--- config.mk ---
export PLATFORM = sky130hd
export DESIGN_NAME = uspmb_uart
export DESIGN_NICKNAME = d
export VERILOG_FILES = /design/src/rtl/uspmb_pkg.sv /design/src/rtl/uspmb_uart.sv /design/src/rtl/uspmb_baud.sv
export SDC_FILE = /design/constraint.sdc
export NUM_CORES = 1
export LEC_CHECK = 0
export ABC_CLOCK_PERIOD_IN_PS = 5750
export BUFFER_PORTS_ARGS = -buffer_cell sky130_fd_sc_hd__buf_2
export CORE_MARGIN = 3
export CORE_UTILIZATION = 55
export DETAILED_ROUTE_END_ITERATION = 8
export GPL_ROUTABILITY_DRIVEN = 1
export GPL_TIMING_DRIVEN = 0
export PLACE_DENSITY = 0.72
export SKIP_CTS_REPAIR_TIMING = 1
export SYNTH_ARGS = -nofsm -noshare
export SYNTH_HDL_FRONTEND = slang
export SYNTH_SLANG_ARGS = --single-unit
--- constraint.sdc ---
create_clock -name i_sys_clk -period 5.75 [get_ports i_sys_clk]
set_input_delay 1.15 -clock i_sys_clk [delete_from_list [all_inputs] [get_ports i_sys_clk]]
set_output_delay 1.15 -clock i_sys_clk [all_outputs]
set_load 0.01 [all_outputs]
--- src/rtl/uspmb_pkg.sv ---
// Overview of operation
// [RULE_01] Shift mode receives when enabled and flag clear
// [RULE_02] 8-bit frame: start, eight data, stop
// [RULE_03] 8-bit rate from timer 1 or 2
// [RULE_04] Buffer write sends; stop loaded as ninth
// [RULE_05] Transmit flag set when stop bit starts
// [RULE_06] Async receive starts on falling edge
// [RULE_07] 8-bit receive stores data, stop, flag
// [RULE_08] Store only if flag clear and filter passes
// [RULE_09] 9-bit frame: start, eight, ninth, stop
// [RULE_10] Ninth bit loaded; send at next tick
// [RULE_11] 9-bit receive stores data, ninth, flag
// [RULE_12] Mode three: 9-bit with timer rate
// [RULE_13] Any buffer write sends; async needs enable
// [RULE_14] Shift mode rate is clock over 12
// [RULE_15] Fixed 9-bit rate clock over 64/32
// [RULE_16] Timer 1 rate doubler over 32
// [RULE_17] Software runs timer 1 auto-reload
// [RULE_18] Timer 2 overflows sixteen per bit
// [RULE_19] Timer 2 selects per direction
// [RULE_20] Timer 2 counts every two clocks
// [RULE_21] Flags cleared only by software
// [RULE_22] Buffer write and read are separate
// [RULE_23] Shift mode: eight bits, clock out
// [RULE_24] Sixteen-times sampling, mid-bit majority
package uspmb_pkg;

  // Register port byte addresses
  localparam logic [7:0] ADDR_SER_CTRL  = 8'h98;
  localparam logic [7:0] ADDR_SER_BUF   = 8'h99;
  localparam logic [7:0] ADDR_PWR_CTRL  = 8'h87;
  localparam logic [7:0] ADDR_T1_RELOAD = 8'h8d;
  localparam logic [7:0] ADDR_T2_CTRL   = 8'hc8;
  localparam logic [7:0] ADDR_T2_RLD_LO = 8'hca;
  localparam logic [7:0] ADDR_T2_RLD_HI = 8'hcb;

  // Field positions
  localparam int CTL_MODE_HI = 7;
  localparam int CTL_MODE_LO = 6;
  localparam int CTL_MPF     = 5;
  localparam int CTL_REN     = 4;
  localparam int CTL_TX9     = 3;
  localparam int CTL_RX9     = 2;
  localparam int CTL_TXF     = 1;
  localparam int CTL_RXF     = 0;
  localparam int PWR_DBL_BIT = 7;
  localparam int T2_RXC_BIT  = 5;
  localparam int T2_TXC_BIT  = 4;

  // Reset values
  localparam logic [7:0]  RST_BYTE   = 8'h00;
  localparam logic [15:0] RST_RELOAD = 16'h0000;

  // Timing counts in core clocks or sub-ticks
  localparam logic [3:0] M0_LAST   = 4'hb;
  localparam logic [3:0] M0_HALF   = 4'h6;
  localparam logic [3:0] M0_BITS   = 4'h8;
  localparam logic [3:0] MC_LAST   = 4'hb;
  localparam logic [3:0] OVS_LAST  = 4'hf;
  localparam logic [3:0] SMP_FIRST = 4'h7;
  localparam logic [3:0] SMP_LAST  = 4'h9;
  localparam logic [1:0] FIX_LAST  = 2'h3;

  typedef enum logic [1:0] {
    MODE_SHIFT = 2'b00,
    MODE_8VAR  = 2'b01,
    MODE_9FIX  = 2'b10,
    MODE_9VAR  = 2'b11
  } uspmb_mode_t;

  typedef enum logic [1:0] {
    TX_IDLE = 2'b00,
    TX_WAIT = 2'b01,
    TX_RUN  = 2'b10,
    TX_M0   = 2'b11
  } uspmb_tx_t;

  typedef enum logic [1:0] {
    RX_IDLE = 2'b00,
    RX_RUN  = 2'b01,
    RX_M0   = 2'b10
  } uspmb_rx_t;

  // Two of three samples decide the bit
  function automatic logic uspmb_maj(input logic [2:0] v);
    return (v[0] & v[1]) | (v[0] & v[2]) | (v[1] & v[2]);
  endfunction

  // Index of the last bit slot of an async frame
  function automatic logic [3:0] uspmb_last(input uspmb_mode_t m);
    return m[1] ? 4'ha : 4'h9;
  endfunction

endpackage

--- src/rtl/uspmb_uart.sv ---
// Chosen here: the strobed register port and the register offsets.
`timescale 1ns/1ps
module uspmb_uart
  import uspmb_pkg::*;
(
  input  wire logic       i_sys_clk,
  input  wire logic       i_resetn,
  input  wire logic [7:0] i_addr,
  input  wire logic [7:0] i_wdata,
  input  wire logic       i_wr,
  input  wire logic       i_rd,
  output logic      [7:0] o_rdata,
  input  wire logic       i_serial_in,
  output logic            o_serial_in_out,
  output logic            o_serial_in_oe_n,
  output logic            o_serial_out
);

  typedef struct packed {
    logic [7:0]  ctl;
    logic [7:0]  rbuf;
    logic        baud_doubler;
    logic [7:0]  t1r;
    logic        txc;
    logic        rxc;
    logic [15:0] t2r;
    uspmb_tx_t   txs;
    logic [3:0]  tx_sub;
    logic [3:0]  tx_bit;
    logic [9:0]  tx_sh;
    uspmb_rx_t   rxs;
    logic [3:0]  rx_sub;
    logic [3:0]  rx_bit;
    logic [8:0]  rx_sh;
    logic [1:0]  smp;
    logic        rx_prev;
    logic [3:0]  m0;
    logic        sout;
    logic        sin_o;
    logic        sin_oe_n;
    logic [7:0]  rdata;
  } uspmb_st_t;

  uspmb_st_t   s_r;
  uspmb_st_t   s_nxt;
  uspmb_mode_t mode;
  logic        nine;
  logic        m0_end;
  logic        tx_tick;
  logic        rx_tick;
  logic        ti_set;
  logic        rx_load;
  logic [7:0]  rx_data;
  logic        rx_nine;
  logic [8:0]  sh_n;
  logic        bit_v;
  logic        m0_busy;
  logic [3:0]  tx_last;
  logic [3:0]  rx_last;

  assign mode    = uspmb_mode_t'(s_r.ctl[CTL_MODE_HI:CTL_MODE_LO]);
  assign nine    = s_r.ctl[CTL_MODE_HI];
  assign m0_end  = (s_r.m0 == M0_LAST);
  assign tx_last = uspmb_last(mode);
  assign rx_last = uspmb_last(mode);

  // Timer or fixed-clock sixteen-times ticks per direction
  uspmb_baud u_baud (
    .i_sys_clk   (i_sys_clk),
    .i_resetn    (i_resetn),
    .i_mode      (mode),
    .i_baud_doubler      (s_r.baud_doubler),
    .i_t1_reload (s_r.t1r),
    .i_t2_reload (s_r.t2r),
    .i_tx_t2     (s_r.txc),
    .i_rx_t2     (s_r.rxc),
    .o_tx_tick   (tx_tick),
    .o_rx_tick   (rx_tick)
  );

  // Next state: engines first, bus second, flag sets last
  always_comb begin
    s_nxt   = s_r;
    ti_set  = 1'b0;
    rx_load = 1'b0;
    rx_data = s_r.rx_sh[7:0];
    rx_nine = s_r.rx_sh[8];
    sh_n    = s_r.rx_sh;
    bit_v   = 1'b0;
    m0_busy = 1'b0;
    s_nxt.rdata   = 8'h00;
    s_nxt.rx_prev = i_serial_in;
    // Free twelve-clock bit timebase for shift mode
    s_nxt.m0 = m0_end ? 4'h0 : s_r.m0 + 4'h1; // [RULE_14]
    // Free sub-bit counter so sends align to a tick
    if (tx_tick)
      s_nxt.tx_sub = s_r.tx_sub + 4'h1;

    // Transmit engine
    case (s_r.txs)
      TX_IDLE: begin
        s_nxt.sin_oe_n = 1'b1;
      end
      TX_WAIT: begin
        if (tx_tick && s_r.tx_sub == OVS_LAST) begin // [RULE_10]
          s_nxt.txs    = TX_RUN;
          s_nxt.tx_bit = 4'h0;
          s_nxt.sout   = s_r.tx_sh[0];
        end
      end
      TX_RUN: begin
        if (tx_tick && s_r.tx_sub == OVS_LAST) begin
          if (s_r.tx_bit == tx_last) begin
            s_nxt.txs  = TX_IDLE;
            s_nxt.sout = 1'b1;
          end else begin
            // Ones shift in behind, so the stop slot is high
            s_nxt.tx_sh  = {1'b1, s_r.tx_sh[9:1]}; // [RULE_02] [RULE_09]
            s_nxt.tx_bit = s_r.tx_bit + 4'h1;
            s_nxt.sout   = s_r.tx_sh[1];
            if (s_r.tx_bit + 4'h1 == tx_last)
              ti_set = 1'b1; // [RULE_05]
          end
        end
      end
      TX_M0: begin
        if (m0_end) begin
          if (s_r.tx_bit == M0_BITS) begin
            s_nxt.txs      = TX_IDLE;
            s_nxt.sin_oe_n = 1'b1;
            ti_set         = 1'b1;
          end else begin
            // Data leaves on the serial input pin, LSB first
            s_nxt.sin_o    = s_r.tx_sh[0]; // [RULE_23]
            s_nxt.sin_oe_n = 1'b0;
            s_nxt.tx_sh    = {1'b1, s_r.tx_sh[9:1]};
            s_nxt.tx_bit   = s_r.tx_bit + 4'h1;
          end
        end
      end
      default: begin
        s_nxt.txs = TX_IDLE;
      end
    endcase

    // Receive engine
    case (s_r.rxs)
      RX_IDLE: begin
        if (mode == MODE_SHIFT) begin
          if (s_r.ctl[CTL_REN] && !s_r.ctl[CTL_RXF] &&
              s_r.txs == TX_IDLE) begin // [RULE_01]
            s_nxt.rxs    = RX_M0;
            s_nxt.rx_bit = 4'h0;
          end
        end else if (s_r.ctl[CTL_REN] && s_r.rx_prev &&
                     !i_serial_in) begin // [RULE_06] [RULE_13]
          s_nxt.rxs    = RX_RUN;
          s_nxt.rx_sub = 4'h0;
          s_nxt.rx_bit = 4'h0;
        end
      end
      RX_RUN: begin
        if (rx_tick) begin
          s_nxt.rx_sub = s_r.rx_sub + 4'h1;
          if (s_r.rx_sub >= SMP_FIRST && s_r.rx_sub < SMP_LAST)
            s_nxt.smp = {s_r.smp[0], i_serial_in};
          if (s_r.rx_sub == SMP_LAST) begin
            // Three samples around mid-bit reject glitches
            bit_v = uspmb_maj({s_r.smp, i_serial_in}); // [RULE_24]
            if (s_r.rx_bit != 4'h0 && s_r.rx_bit <= 4'h9)
              sh_n = {bit_v, s_r.rx_sh[8:1]}; // [RULE_06]
            s_nxt.rx_sh  = sh_n;
            s_nxt.rx_bit = s_r.rx_bit + 4'h1;
            if (s_r.rx_bit == 4'h0 && bit_v) begin
              s_nxt.rxs = RX_IDLE; // [RULE_24]
            end else if (s_r.rx_bit == rx_last) begin
              // Taken at mid stop bit; ninth slot feeds the flag bit
              s_nxt.rxs = RX_IDLE;
              rx_data   = sh_n[7:0]; // [RULE_07] [RULE_11]
              rx_nine   = sh_n[8];
              rx_load   = !s_r.ctl[CTL_RXF] &&
                          (!s_r.ctl[CTL_MPF] || sh_n[8]); // [RULE_08]
            end
          end
        end
      end
      RX_M0: begin
        // Sample while the shift clock has just risen
        if (s_r.rx_bit != 4'h0 && s_r.m0 == M0_HALF)
          s_nxt.rx_sh = {i_serial_in, s_r.rx_sh[8:1]}; // [RULE_23]
        if (m0_end) begin
          if (s_r.rx_bit == M0_BITS) begin
            s_nxt.rxs = RX_IDLE;
            rx_data   = s_r.rx_sh[8:1];
            rx_nine   = s_r.ctl[CTL_RX9];
            rx_load   = !s_r.ctl[CTL_RXF]; // [RULE_08]
          end else begin
            s_nxt.rx_bit = s_r.rx_bit + 4'h1;
          end
        end
      end
      default: begin
        s_nxt.rxs = RX_IDLE;
      end
    endcase

    // Register writes
    if (i_wr) begin
      case (i_addr)
        ADDR_SER_CTRL: begin
          s_nxt.ctl = i_wdata; // [RULE_21]
        end
        ADDR_PWR_CTRL: begin
          s_nxt.baud_doubler = i_wdata[PWR_DBL_BIT];
        end
        ADDR_T1_RELOAD: begin
          s_nxt.t1r = i_wdata;
        end
        ADDR_T2_CTRL: begin
          s_nxt.txc = i_wdata[T2_TXC_BIT]; // [RULE_19]
          s_nxt.rxc = i_wdata[T2_RXC_BIT];
        end
        ADDR_T2_RLD_LO: begin
          s_nxt.t2r[7:0] = i_wdata;
        end
        ADDR_T2_RLD_HI: begin
          s_nxt.t2r[15:8] = i_wdata;
        end
        ADDR_SER_BUF: begin
          // Every buffer write sends; a new write restarts
          if (mode == MODE_SHIFT) begin // [RULE_13]
            s_nxt.txs    = TX_M0;
            s_nxt.tx_bit = 4'h0;
            s_nxt.tx_sh  = {2'b11, i_wdata};
            // Shift pins are shared, so a send drops a receive
            s_nxt.rxs    = RX_IDLE;
          end else begin
            s_nxt.txs   = TX_WAIT; // [RULE_04] [RULE_13]
            s_nxt.tx_sh = {nine ? s_r.ctl[CTL_TX9] : 1'b1,
                           i_wdata, 1'b0}; // [RULE_04] [RULE_10]
          end
        end
        default: begin
        end
      endcase
    end

    // Register reads, answered next cycle
    if (i_rd) begin
      case (i_addr)
        ADDR_SER_CTRL: begin
          s_nxt.rdata = s_r.ctl;
        end
        ADDR_SER_BUF: begin
          s_nxt.rdata = s_r.rbuf; // [RULE_22]
        end
        ADDR_PWR_CTRL: begin
          s_nxt.rdata[PWR_DBL_BIT] = s_r.baud_doubler;
        end
        ADDR_T1_RELOAD: begin
          s_nxt.rdata = s_r.t1r;
        end
        ADDR_T2_CTRL: begin
          s_nxt.rdata[T2_TXC_BIT] = s_r.txc;
          s_nxt.rdata[T2_RXC_BIT] = s_r.rxc;
        end
        ADDR_T2_RLD_LO: begin
          s_nxt.rdata = s_r.t2r[7:0];
        end
        ADDR_T2_RLD_HI: begin
          s_nxt.rdata = s_r.t2r[15:8];
        end
        default: begin
        end
      endcase
    end

    // Hardware sets win over a software clear in one cycle
    if (ti_set)
      s_nxt.ctl[CTL_TXF] = 1'b1;
    if (rx_load) begin
      s_nxt.rbuf         = rx_data;
      s_nxt.ctl[CTL_RX9] = rx_nine;
      s_nxt.ctl[CTL_RXF] = 1'b1;
    end

    // Shift clock: low first half of a bit, idles high
    m0_busy = (s_nxt.txs == TX_M0 && s_nxt.tx_bit != 4'h0) ||
              (s_nxt.rxs == RX_M0 && s_nxt.rx_bit != 4'h0);
    if (mode == MODE_SHIFT)
      s_nxt.sout = !m0_busy || s_nxt.m0 >= M0_HALF; // [RULE_01]
    else
      s_nxt.sin_oe_n = 1'b1;
  end

  // All state in one register
  always_ff @(posedge i_sys_clk or negedge i_resetn) begin
    if (!i_resetn) begin
      s_r          <= '0;
      s_r.ctl      <= RST_BYTE;
      s_r.t2r      <= RST_RELOAD;
      s_r.sout     <= 1'b1;
      s_r.sin_o    <= 1'b1;
      s_r.sin_oe_n <= 1'b1;
      s_r.rx_prev  <= 1'b1;
    end else begin
      s_r <= s_nxt;
    end
  end

  assign o_rdata          = s_r.rdata;
  assign o_serial_in_out  = s_r.sin_o;
  assign o_serial_in_oe_n = s_r.sin_oe_n;
  assign o_serial_out     = s_r.sout;
endmodule

--- src/rtl/uspmb_baud.sv ---
`timescale 1ns/1ps
module uspmb_baud
  import uspmb_pkg::*;
(
  input  wire logic        i_sys_clk,
  input  wire logic        i_resetn,
  input  wire uspmb_mode_t i_mode,
  input  wire logic        i_baud_doubler,
  input  wire logic [7:0]  i_t1_reload,
  input  wire logic [15:0] i_t2_reload,
  input  wire logic        i_tx_t2,
  input  wire logic        i_rx_t2,
  output logic             o_tx_tick,
  output logic             o_rx_tick
);

  typedef struct packed {
    logic [3:0]  mc;
    logic [7:0]  t1;
    logic        t1_half;
    logic        t2_pre;
    logic [15:0] t2;
    logic [1:0]  fix;
    logic        tx_tick;
    logic        rx_tick;
  } uspmb_bd_t;

  uspmb_bd_t s_r;
  uspmb_bd_t s_nxt;
  logic      t1_ovf;
  logic      t2_ovf;
  logic      t1_tk;
  logic      fix_tk;

  // Ticks are sixteen per bit for every source
  always_comb begin
    s_nxt  = s_r;
    t1_ovf = 1'b0;
    t2_ovf = 1'b0;
    s_nxt.mc = (s_r.mc == MC_LAST) ? 4'h0 : s_r.mc + 4'h1;
    // Timer 1 counts machine cycles, reloads on overflow
    if (s_r.mc == MC_LAST) begin
      if (s_r.t1 == 8'hff) begin
        s_nxt.t1 = i_t1_reload; // [RULE_17]
        t1_ovf   = 1'b1;
      end else begin
        s_nxt.t1 = s_r.t1 + 8'h01;
      end
    end
    if (t1_ovf)
      s_nxt.t1_half = ~s_r.t1_half;
    t1_tk = t1_ovf & (i_baud_doubler | s_r.t1_half); // [RULE_16]
    // Timer 2 runs only as a baud generator here
    if (i_tx_t2 | i_rx_t2) begin // [RULE_19]
      s_nxt.t2_pre = ~s_r.t2_pre;
      if (s_r.t2_pre) begin // [RULE_20]
        if (s_r.t2 == 16'hffff) begin
          s_nxt.t2 = i_t2_reload;
          t2_ovf   = 1'b1; // [RULE_18]
        end else begin
          s_nxt.t2 = s_r.t2 + 16'h0001;
        end
      end
    end else begin
      // Idle timer holds its reload so the first bit is full length
      s_nxt.t2 = i_t2_reload; // [RULE_20]
    end
    s_nxt.fix = s_r.fix + 2'h1;
    fix_tk = i_baud_doubler ? s_r.fix[0] : (s_r.fix == FIX_LAST); // [RULE_15]
    // Per-direction source choice, fixed rate overrides
    if (i_mode == MODE_9FIX) begin
      s_nxt.tx_tick = fix_tk;
      s_nxt.rx_tick = fix_tk;
    end else begin
      s_nxt.tx_tick = i_tx_t2 ? t2_ovf : t1_tk; // [RULE_03] [RULE_12]
      s_nxt.rx_tick = i_rx_t2 ? t2_ovf : t1_tk; // [RULE_03] [RULE_12]
    end
  end

  always_ff @(posedge i_sys_clk or negedge i_resetn) begin
    if (!i_resetn)
      s_r <= '0;
    else
      s_r <= s_nxt;
  end

  assign o_tx_tick = s_r.tx_tick;
  assign o_rx_tick = s_r.rx_tick;
endmodule

Yosys cells after proc, flatten, opt, wreduce, memory -nomap -nowiden
Cells that the tools add are included.
Operators by class
  add/subtract/negate cells: 9
  $lt $le $gt $ge: 4
  equal/unequal tests: 39
  multiplexer cells: 108
  bitwise operators: 11
  reductions and logical operators: 48
Operators by type and width (number)
  $mux 16: 5
  $eq 8x8->1 const B: 8
  $mux 8: 8
  $mux 14: 4
  $mux 9: 6
  $mux 2: 19
  $mux 4: 9
  $mux 1: 34
  $add 4x1->4 const B: 6
  $eq 4x4->1 const B: 6
  $pmux 4 s3: 2
  $mux 21: 1
  $mux 10: 2
  $pmux 10 s2: 1
  $pmux 4 s5: 1
  $pmux 9 s2: 1
  $reduce_and 2->1: 9
  $add 16x1->16 const B: 1
  $eq 16x16->1 const B: 1
  $pmux 8 s2: 1
  $eq 2x2->1 const B: 7
  $mux 13: 1
  $eq 4x4->1: 3
  $logic_and 1x1->1: 12
  other kinds (31): 71
Word-level totals
  register bits after elaboration: 134
  bits of input ports: 21
  output and inout bits: 11
  logic and storage cells: 253

Logic depth before layout (Yosys ltp)
Gate-level depths: netlist of the first run.
  depth in word-level cells: 19
  mapped depth: 10
  gate-level depth less buffers: 8

By module
A second synthesis of the first run with hierarchy kept.
Second synthesis, totals
  cell total of the unflattened synthesis: 741
  area, all modules: 7552.2 um^2
Modules (own cells, without submodules)
  uspmb_uart: instances 1, cells each 535, area each 5564.1 um^2, seq. area each 2507.4 um^2
  uspmb_baud: instances 1, cells each 206, area each 1988.2 um^2, seq. area each 850.8 um^2

Worst setup path after synthesis of the first run
Ideal clock, no wire load.
  path type: in2reg
  start point: input port i_addr[1]
  end point: register s_r, in the netlist o_serial_out
  setup time: 0.088 ns
  arrival time: 2.987 ns
  data required time: 5.662 ns
  slack: 2.676 ns
  stages on the path: 7
  path buffers: 1
  cell sequence: or3b_1 > buf_6 > nor4_4 > a2111oi_2 > a31o_1 > or4_4 > a221oi_2
RTL lines
  start: declaration: RTL line uspmb_uart.sv:8  | input wire logic [7:0] i_addr,
  end signal: assignment: RTL line uspmb_uart.sv:307  | s_r <= s_nxt;
  end: declaration: RTL line uspmb_uart.sv:44  | uspmb_st_t s_r;

==> metrics.md, run 1 <==
| Metric | Value |
|---|---|
| Worst hold path depth | `1` |
| Initial antenna violation count | `0` |
| DRC | `0` |
| Clk_lat worst skew | `~0.42 ns` |
| Post-synthesis sequential area ratio | `0.440` |
| Status | `complete, no violations` |
| Worst Hold End | `u_baud.s_r[2]$_DFF_PN0_` |
| Ys async rst share | `1.00` |
| Number of enable flip-flop cells after synthesis | `0` |
| Dpl hpwl | `approximately 13 mm` |
| TritonCTS clock tree | `yes` |
| Nets | `between 800 and 900` |
| CTS H-tree depth | `4` |
| Critical path launch point type | `input port` |
| Total die area | `0.0153 mm^2` |
| Total Neg Setup Slack | `0 ns` |
| Deepest clock path buffer count | `2` |
| Mapped Area | `0.00763 mm^2` |
| Boundary pin count | `32` |
| Commonest non-fill, non-tap cell in the layout | `dfrtp_1` |
| Gpl congestion | `0.893` |
| Period utilization | `0.552` |
| Minimum clock period | `~3.2 ns` |
| DIE WIDTH | `about 120 um` |
| Worst Path Required | `6.09 ns` |
| Crit. End Element | `flop` |
| WL/cell | `19.2 um` |
| Core ar. | `~0.013 mm^2` |
| Clock slew at reported path FFs | `about 0.06 ns` |
| First-iteration detailed-routing DRC count | `667` |
| Max VDD drop | `between 0.2 and 0.25 mV` |
| Synth Net Count | `808` |
| Yosys warns | `0` |
| Final Max Tran Viols | `0` |
| Synth Instances | `roughly 770` |
| Vias per inst | `6.38` |
| Reg2reg end | `s_r[86]$_DFFE_PN0P_` |
| Max Fclk | `~320 MHz` |
| Static leakage | `about 3.7 nW` |
| Maximum number of pins on one net before global-route repair | `between 100 and 150` |
| First-pass GRT wire length | `31.2 mm` |
| Routed Antenna Nets | `0` |
| Kind of critical path | `in -> reg` |
| Routed wire length | `between 15 and 20 mm` |
| Final hold violations | `0` |
| Worst Min Path Start | `u_baud.s_r[2]$_DFF_PN0_` |
| Area grow syn2layout | `13.3%` |
| Synth Flop Type | `dfrtp_1` |
| Die H | `between 100 and 150 um` |
| CTS Buf Count | `17` |
| # port buffers | `30` |
| Final core utilization | `0.645` |
| Vias in the first global route | `6075` |
| Initial Utilization | `0.569` |
| RR Startpoint | `s_r[36]$_DFF_PN0_` |
| Commonest cells after routing, fill and taps aside | `dfrtp_1, a21oi_1, mux2_2, nand2_1, o21ai_0` |
| Root buf cell | `clkbuf_16` |
| Layout cell share with drive strength beyond 1 | `0.188` |
| ANT cells | `0` |
| Power Dens Cells | `between 300 and 400 mW/mm^2` |
| Worst R2R Setup Slack | `2.76 ns` |
| Synthesized area per cell | `between 9 and 10 um^2` |
| Grt total ovfl | `0` |
| DR pass1 iterations | `6` |
| Tot GR Track Use | `0.261` |
| Measured slew at the worst slew-check pin | `slightly below 0.9 ns` |
| CTS Sinks | `134` |
| Max Cap Violations | `0` |
| Unrepaired setup endpoints after global routing | `no` |
| Count of different cell masters after synthesis | `81` |
| Crit path max fanout | `10` |
| Worst R2R Path Depth | `10` |
| Max-slew headroom | `0.421` |
| Worst min path class | `reg -> reg` |
| Std-Cell Rows | `between 40 and 50` |
| DR vias | `about 6.4k` |
| # setup viols final | `0` |
| Skew final | `around 0.0044 ns` |
| Number of synthesized register bits | `roughly 130` |
| WP data arrival | `between 3 and 4 ns` |
-- cell type report --
cell class / instances / area [um^2]
well taps: 176 / 220
fillers: 1100 / 4760
inverters: 30 / 113
clock buffers: 19 / 453
flip-flops and latches: 134 / 3360
repair buffers: 31 / 184
plain buffers: 40 / 193
clock inverters: 13 / 155
multi-input cells: 562 / 3960
-- critical path, cell delays in order --
cell and delay [ns]:
buf_2 0.11, nand4bb_1 0.48, nor3_4 0.57, nand3_1 0.19, a31o_1 0.25, or4_4 0.53
a221oi_2 0.22
-- logic make-up (layout without fill, tap and decap cells) --
kind of cell,count (synthesis),after routing,share of synthesized area
and+or+nand+nor,222,222,0.161
AOI/OAI and AO/OA,226,226,0.194
DFF,134,134,0.440
buffers and inverters,70,133,0.0400
adders and majority gates,22,22,0.0358
xor gates and xnor gates,8,8,0.00919
muxes,84,84,0.120
-- Yosys cell counts (4+ instances only) --
cell type	instances	area [um^2]
ha_1	21	263
clkbuf_1	26	97.6
mux2_2	59	664
dfstp_2	4	105
o21a_1	6	45.0
nand4_1	9	56.3
o22ai_1	8	50.1
and3b_1	4	35.0
nand3b_1	8	60.1
nand3_1	28	140
inv_1	29	109
and3_1	8	50.1
or2_2	4	25.0
nor3_1	12	60.1
nor2b_1	4	25.0
or3b_1	4	35.0
xor2_1	4	35.0
buf_4	8	60.1
nor3b_1	5	37.5
dfrtp_1	130	3250
xnor2_1	4	35.0
nor2_1	37	139
a211oi_1	14	105
a21oi_1	60	300
a22o_1	4	35.0
nand2b_1	9	56.3
a31oi_1	17	106
a22oi_1	17	128
o22a_1	5	43.8
nand2_1	54	203
o21ai_0	47	235
mux2i_1	25	250
and2_1	12	75.1
-- power breakdown --
group,internal (mW),switching (mW)
clock network,0.701,0.418
logic,0.193,0.275
registers,1.02,0.0943
total,1.92,0.787
-- metrics by stage --
stage	setup slack (ns)	instance area, um^2	power (mW)	hold slack, ns	std cells
2_1_floorplan	2.68	7630	1.44	0.423	766
5_1_grt	2.47	8640	2.82	0.489	1005
3_3_place_gp	1.77	8000	1.57	0.434	972
6_report	2.58	8640	2.71	0.455	1005
4_1_cts	2.61	8640	2.71	0.454	1005
3_5_place_dp	2.18	8030	1.59	0.443	973
-- layer usage --
layer | vias to the layer above | share of wire | GRT usage | wire length [um]
met1 | 3192 | 0.44 | 0.346 | 8430
met5 | - | 0 | 0 | 0
met2 | 247 | 0.49 | 0.432 | 9380
met3 | 28 | 0.056 | 0.0577 | 1080
li1 | 2948 | - | - | -
met4 | 0 | 0.020 | 0.0775 | 381
-- how the worst max path moves through the flow --
stage                    from                       end
floorplan           i_addr[1]  o_serial_out$_DFFE_PN1P_
global placement     i_resetn       s_r[51]$_DFFE_PN0P_
detailed placement  i_addr[6]  o_serial_out$_DFFE_PN1P_
CTS                 i_addr[6]  o_serial_out$_DFFE_PN1P_
global route        i_addr[6]  o_serial_out$_DFFE_PN1P_
finish              i_addr[6]  o_serial_out$_DFFE_PN1P_
-- flip-flops by register name, indices dropped and copies added (netlist names) --
name	cells
s_r	87
u_baud.s_r	32
o_rdata	8
mode	2
o_serial_in_oe_n	1
o_serial_in_out	1
o_serial_out	1
u_baud.o_rx_tick	1
u_baud.o_tx_tick	1
Note: power is estimated with default switching activity, not from simulation.
==> run 2, diff against run 1 <==
--- a/config.mk
+++ b/config.mk
@@ -5,7 +5,8 @@
 export SDC_FILE = /design/constraint.sdc
 export NUM_CORES = 1
 export LEC_CHECK = 0
-export ABC_CLOCK_PERIOD_IN_PS = 5750
+export ABC_AREA = 1
+export ABC_CLOCK_PERIOD_IN_PS = 3300
 export BUFFER_PORTS_ARGS = -buffer_cell sky130_fd_sc_hd__buf_2
 export CORE_MARGIN = 3
 export CORE_UTILIZATION = 55
==> constraint.sdc (replaced) <==
create_clock -name i_sys_clk -period 3.3 [get_ports i_sys_clk]
set_input_delay 0.66 -clock i_sys_clk [delete_from_list [all_inputs] [get_ports i_sys_clk]]
set_output_delay 0.66 -clock i_sys_clk [all_outputs]
set_load 0.01 [all_outputs]
==> run 2 against run 1 <==
  * Combinational power up 100%
  * Routed wire length down 2.9%
  * Synthesized cell count up 27%
  * Register-to-register slack worse by 1.8 ns
  * Cell count up 21%
  * Cell area up 0.10%
  * Synthesized area about the same
==> metrics.md, run 2 <==
| Metric | Value |
|---|---|
| Synth Flop Type | `dfrtp_1` |
| Clock slew at reported path FFs | `0.06 ns` |
| ANT cells | `0` |
| Synth top area cells | `dfrtp_1, nand2_1, o21ai_0` |
| Nets | `1069` |
| Top delay family on crit path | `simple AND/OR/NAND/NOR gates` |
| Synth Net Count | `1018` |
| Largest stage delay, worst path | `roughly 0.44 ns` |
| Placement Cell Area | `between 0.008 and 0.009 mm^2` |
| Layout cell share with drive strength beyond 1 | `0.126` |
| WL/cell | `15.4 um` |
| Number of enable flip-flop cells after synthesis | `0` |
| Tot GR Track Use | `0.258` |
| Number of synthesized register bits | `between 100 and 150` |
| Clk_lat worst skew | `approximately 0.43 ns` |
| WP data arrival | `2.71 ns` |
| Total Neg Setup Slack | `0 ns` |
| Ys async rst share | `1.00` |
| CTS H-tree depth | `4` |
| Maximum number of pins on one net before global-route repair | `90` |
| Period utilization | `0.715` |
| Static leakage | `around 4.2 nW` |
| Boundary pin count | `32` |
| Worst setup margin | `about 0.94 ns` |
| Core ar. | `~0.013 mm^2` |
| Root buf cell | `clkbuf_16` |
| Skew final | `between 0.008 and 0.009 ns` |
| Area grow syn2layout | `13.4%` |
| TritonCTS clock tree | `yes` |
| Crit path launch | `s_r[35]$_DFF_PN0_` |
| Crit. End Element | `flop` |
| Vias in the first global route | `between 6k and 7k` |
| Worst R2R Path Depth | `12` |
| Routed Antenna Nets | `0` |
| Pre-CTS setup slack | `between 0.7 and 0.8 ns` |
| Final Max Tran Viols | `0` |
| Synth top area share | `0.427` |
| Levels on crit path | `12` |
| Initial antenna violation count | `0` |
| Minimum clock period | `between 2 and 2.5 ns` |
| DIE WIDTH | `between 100 and 150 um` |
| Count of different cell masters after synthesis | `54` |
| RR Startpoint | `s_r[35]$_DFF_PN0_` |
| Initial Utilization | `0.569` |
| Kind of critical path | `reg -> reg` |
| Max Fclk | `~420 MHz` |
| Routed wire length | `18.7 mm` |
| Met1 Routed Length | `between 8 and 9 mm` |
| First-iteration detailed-routing DRC count | `699` |
| Die H | `124 um` |
| Deepest clock path buffer count | `2` |
| Cell with the biggest individual delay on the critical path | `dfrtp_1` |
| First-pass GRT wire length | `between 30 and 40 mm` |
| # setup viols final | `0` |
| Leading cell types by count after synthesis | `nand2_1, dfrtp_1, inv_1` |
| Vias per inst | `about 5.6` |
| Mapped Area | `around 0.0076 mm^2` |
| Yosys warns | `0` |
| Critical path launch point type | `flop` |
| Final core utilization | `0.645` |
| DRC | `0` |
| DR pass1 iterations | `6` |
| Gpl congestion | `just over 0.9` |
| CP dominant cell by count | `nand2_1` |
| Final hold violations | `0` |
| CP Cell Sequence | `inv_1 -> ha_1 -> buf_2 -> clkinv_1 -> nor2_2 -> nor2_1 -> nand3_1 -> nand2_1 -> nor2_1 -> nand2_1 -> nand2_1 -> a21oi_2` |
| Power Dens Cells | `around 560 mW/mm^2` |
| Std-Cell Rows | `42` |
| Max Cap Violations | `0` |
| Most numerous cell in the Yosys netlist | `nand2_1` |
| WL met3 | `about 930 um` |
| Max VDD drop | `~0.48 mV` |
| Crit path max fanout | `10` |
| Grt total ovfl | `0` |
| Worst R2R Setup Slack | `between 0.9 and 1 ns` |
| Worst min path class | `in -> async` |
| Crit path capture | `o_serial_out$_DFFE_PN1P_` |
| Post-synthesis sequential area ratio | `0.441` |
| DR vias | `approximately 6.8k` |
| Commonest cells after routing, fill and taps aside | `nand2_1, dfrtp_1, inv_1, o21ai_0, nor2_1` |
| CTS Buf Count | `17` |
| Status | `complete, no violations` |
| Dpl hpwl | `~14 mm` |
| Worst Path Required | `between 3 and 4 ns` |
| Total die area | `between 0.015 and 0.02 mm^2` |
| Commonest non-fill, non-tap cell in the layout | `nand2_1` |
| Synth Instances | `a little under 1k` |
| Routed wl met2 | `approximately 8.6 mm` |
| # port buffers | `31` |
| Cell taking the most area after synthesis | `dfrtp_1` |
| Hold_ws | `about 0.15 ns` |
| Unrepaired setup endpoints after global routing | `no` |
| CTS Sinks | `134` |
| CP Buf/Inv Count | `3` |
| Max FFs per register | `87` |
| Fin area | `a little under 0.009 mm^2` |
| Measured slew at the worst slew-check pin | `about 0.52 ns` |
| Reg with most FFs | `s_r` |
| Synthesized area per cell | `slightly below 8 um^2` |
| Top layer in use | `met4` |
| Reg2reg end | `o_serial_out$_DFFE_PN1P_` |
| Max-slew headroom | `0.650` |
[run 2: cell count changes after synthesis, sizes merged, moves of 14 or more]
cell    before  now
nand2       54  212
nand3       28   50
mux2        59    2
nor2        37  113
inv         29  131
clkbuf      27    5
a21oi       60   46
o21ai       50  126
a22oi       17    0
mux2i       25    1
o22ai        8   28
[run 2: worst min-delay path by stage]
stage / from / endpoint / slack, ns
after floorplan: i_resetn / mode[0]$_DFFE_PN0P_ / 0.36
after global placement: u_baud.s_r[2]$_DFF_PN0_ / u_baud.s_r[2]$_DFF_PN0_ / 0.43
after detailed placement: u_baud.s_r[2]$_DFF_PN0_ / u_baud.s_r[2]$_DFF_PN0_ / 0.43
after CTS: i_resetn / u_baud.s_r[12]$_DFFE_PN0P_ / 0.17
after global routing: i_resetn / u_baud.s_r[12]$_DFFE_PN0P_ / 0.18
final: i_resetn / u_baud.s_r[12]$_DFFE_PN0P_ / 0.15
[run 2: routing by layer]
layer / up-vias / GRT usage
li1: 3329 / -
met1: 3187 / 0.358
met2: 202 / 0.410
met3: 32 / 0.0504
met4: 0 / 0.0789
met5: - / 0
[run 2: through the flow]
step           power (mW)  std cells
3_5_place_dp         2.92       1184
5_1_grt              5.13       1216
2_1_floorplan        2.64        976
3_3_place_gp         2.90       1183
4_1_cts              4.89       1216
6_report             4.88       1216
[run 2: power breakdown]
part           leakage (nW)  switching, mW  internal (mW)  total (mW)
Combinational          2.18          0.611          0.325       0.937
Clock                 0.286          0.699           1.27        1.97
Sequential             1.69          0.165           1.81        1.97
[run 2: worst reg2reg max path, stage by stage, from the launching register on]
cell and delay [ns]:
dfrtp_1 0.44, inv_1 0.11, ha_1 0.14, buf_2 0.26, clkinv_1 0.39, nor2_2 0.33, nor2_1 0.08, nand3_1 0.10
nand2_1 0.07, nor2_1 0.13, nand2_1 0.08, nand2_1 0.10, a21oi_2 0.05
[run 2: kinds of logic (layout without fill, tap and decap cells)]
group / Yosys count / in the layout / synth area share
adders and majority gates: 21 / 21 / 0.0345
and+or+nand+nor: 404 / 404 / 0.232
buffers and inverters: 159 / 223 / 0.0873
xor gates and xnor gates: 18 / 18 / 0.0207
muxes: 3 / 3 / 0.00427
AOI/OAI and AO/OA: 237 / 237 / 0.181
DFF: 134 / 134 / 0.441
[run 2: layout make-up]
type,count,area [um^2]
Fill cell,1174,4750
Sequential cell,134,3360
Clock buffer,25,495
Tap cell,176,220
Clock inverter,7,120
Buffer,25,160
Inverter,134,505
Multi-Input combinational cell,683,3600
Timing Repair Buffer,32,189
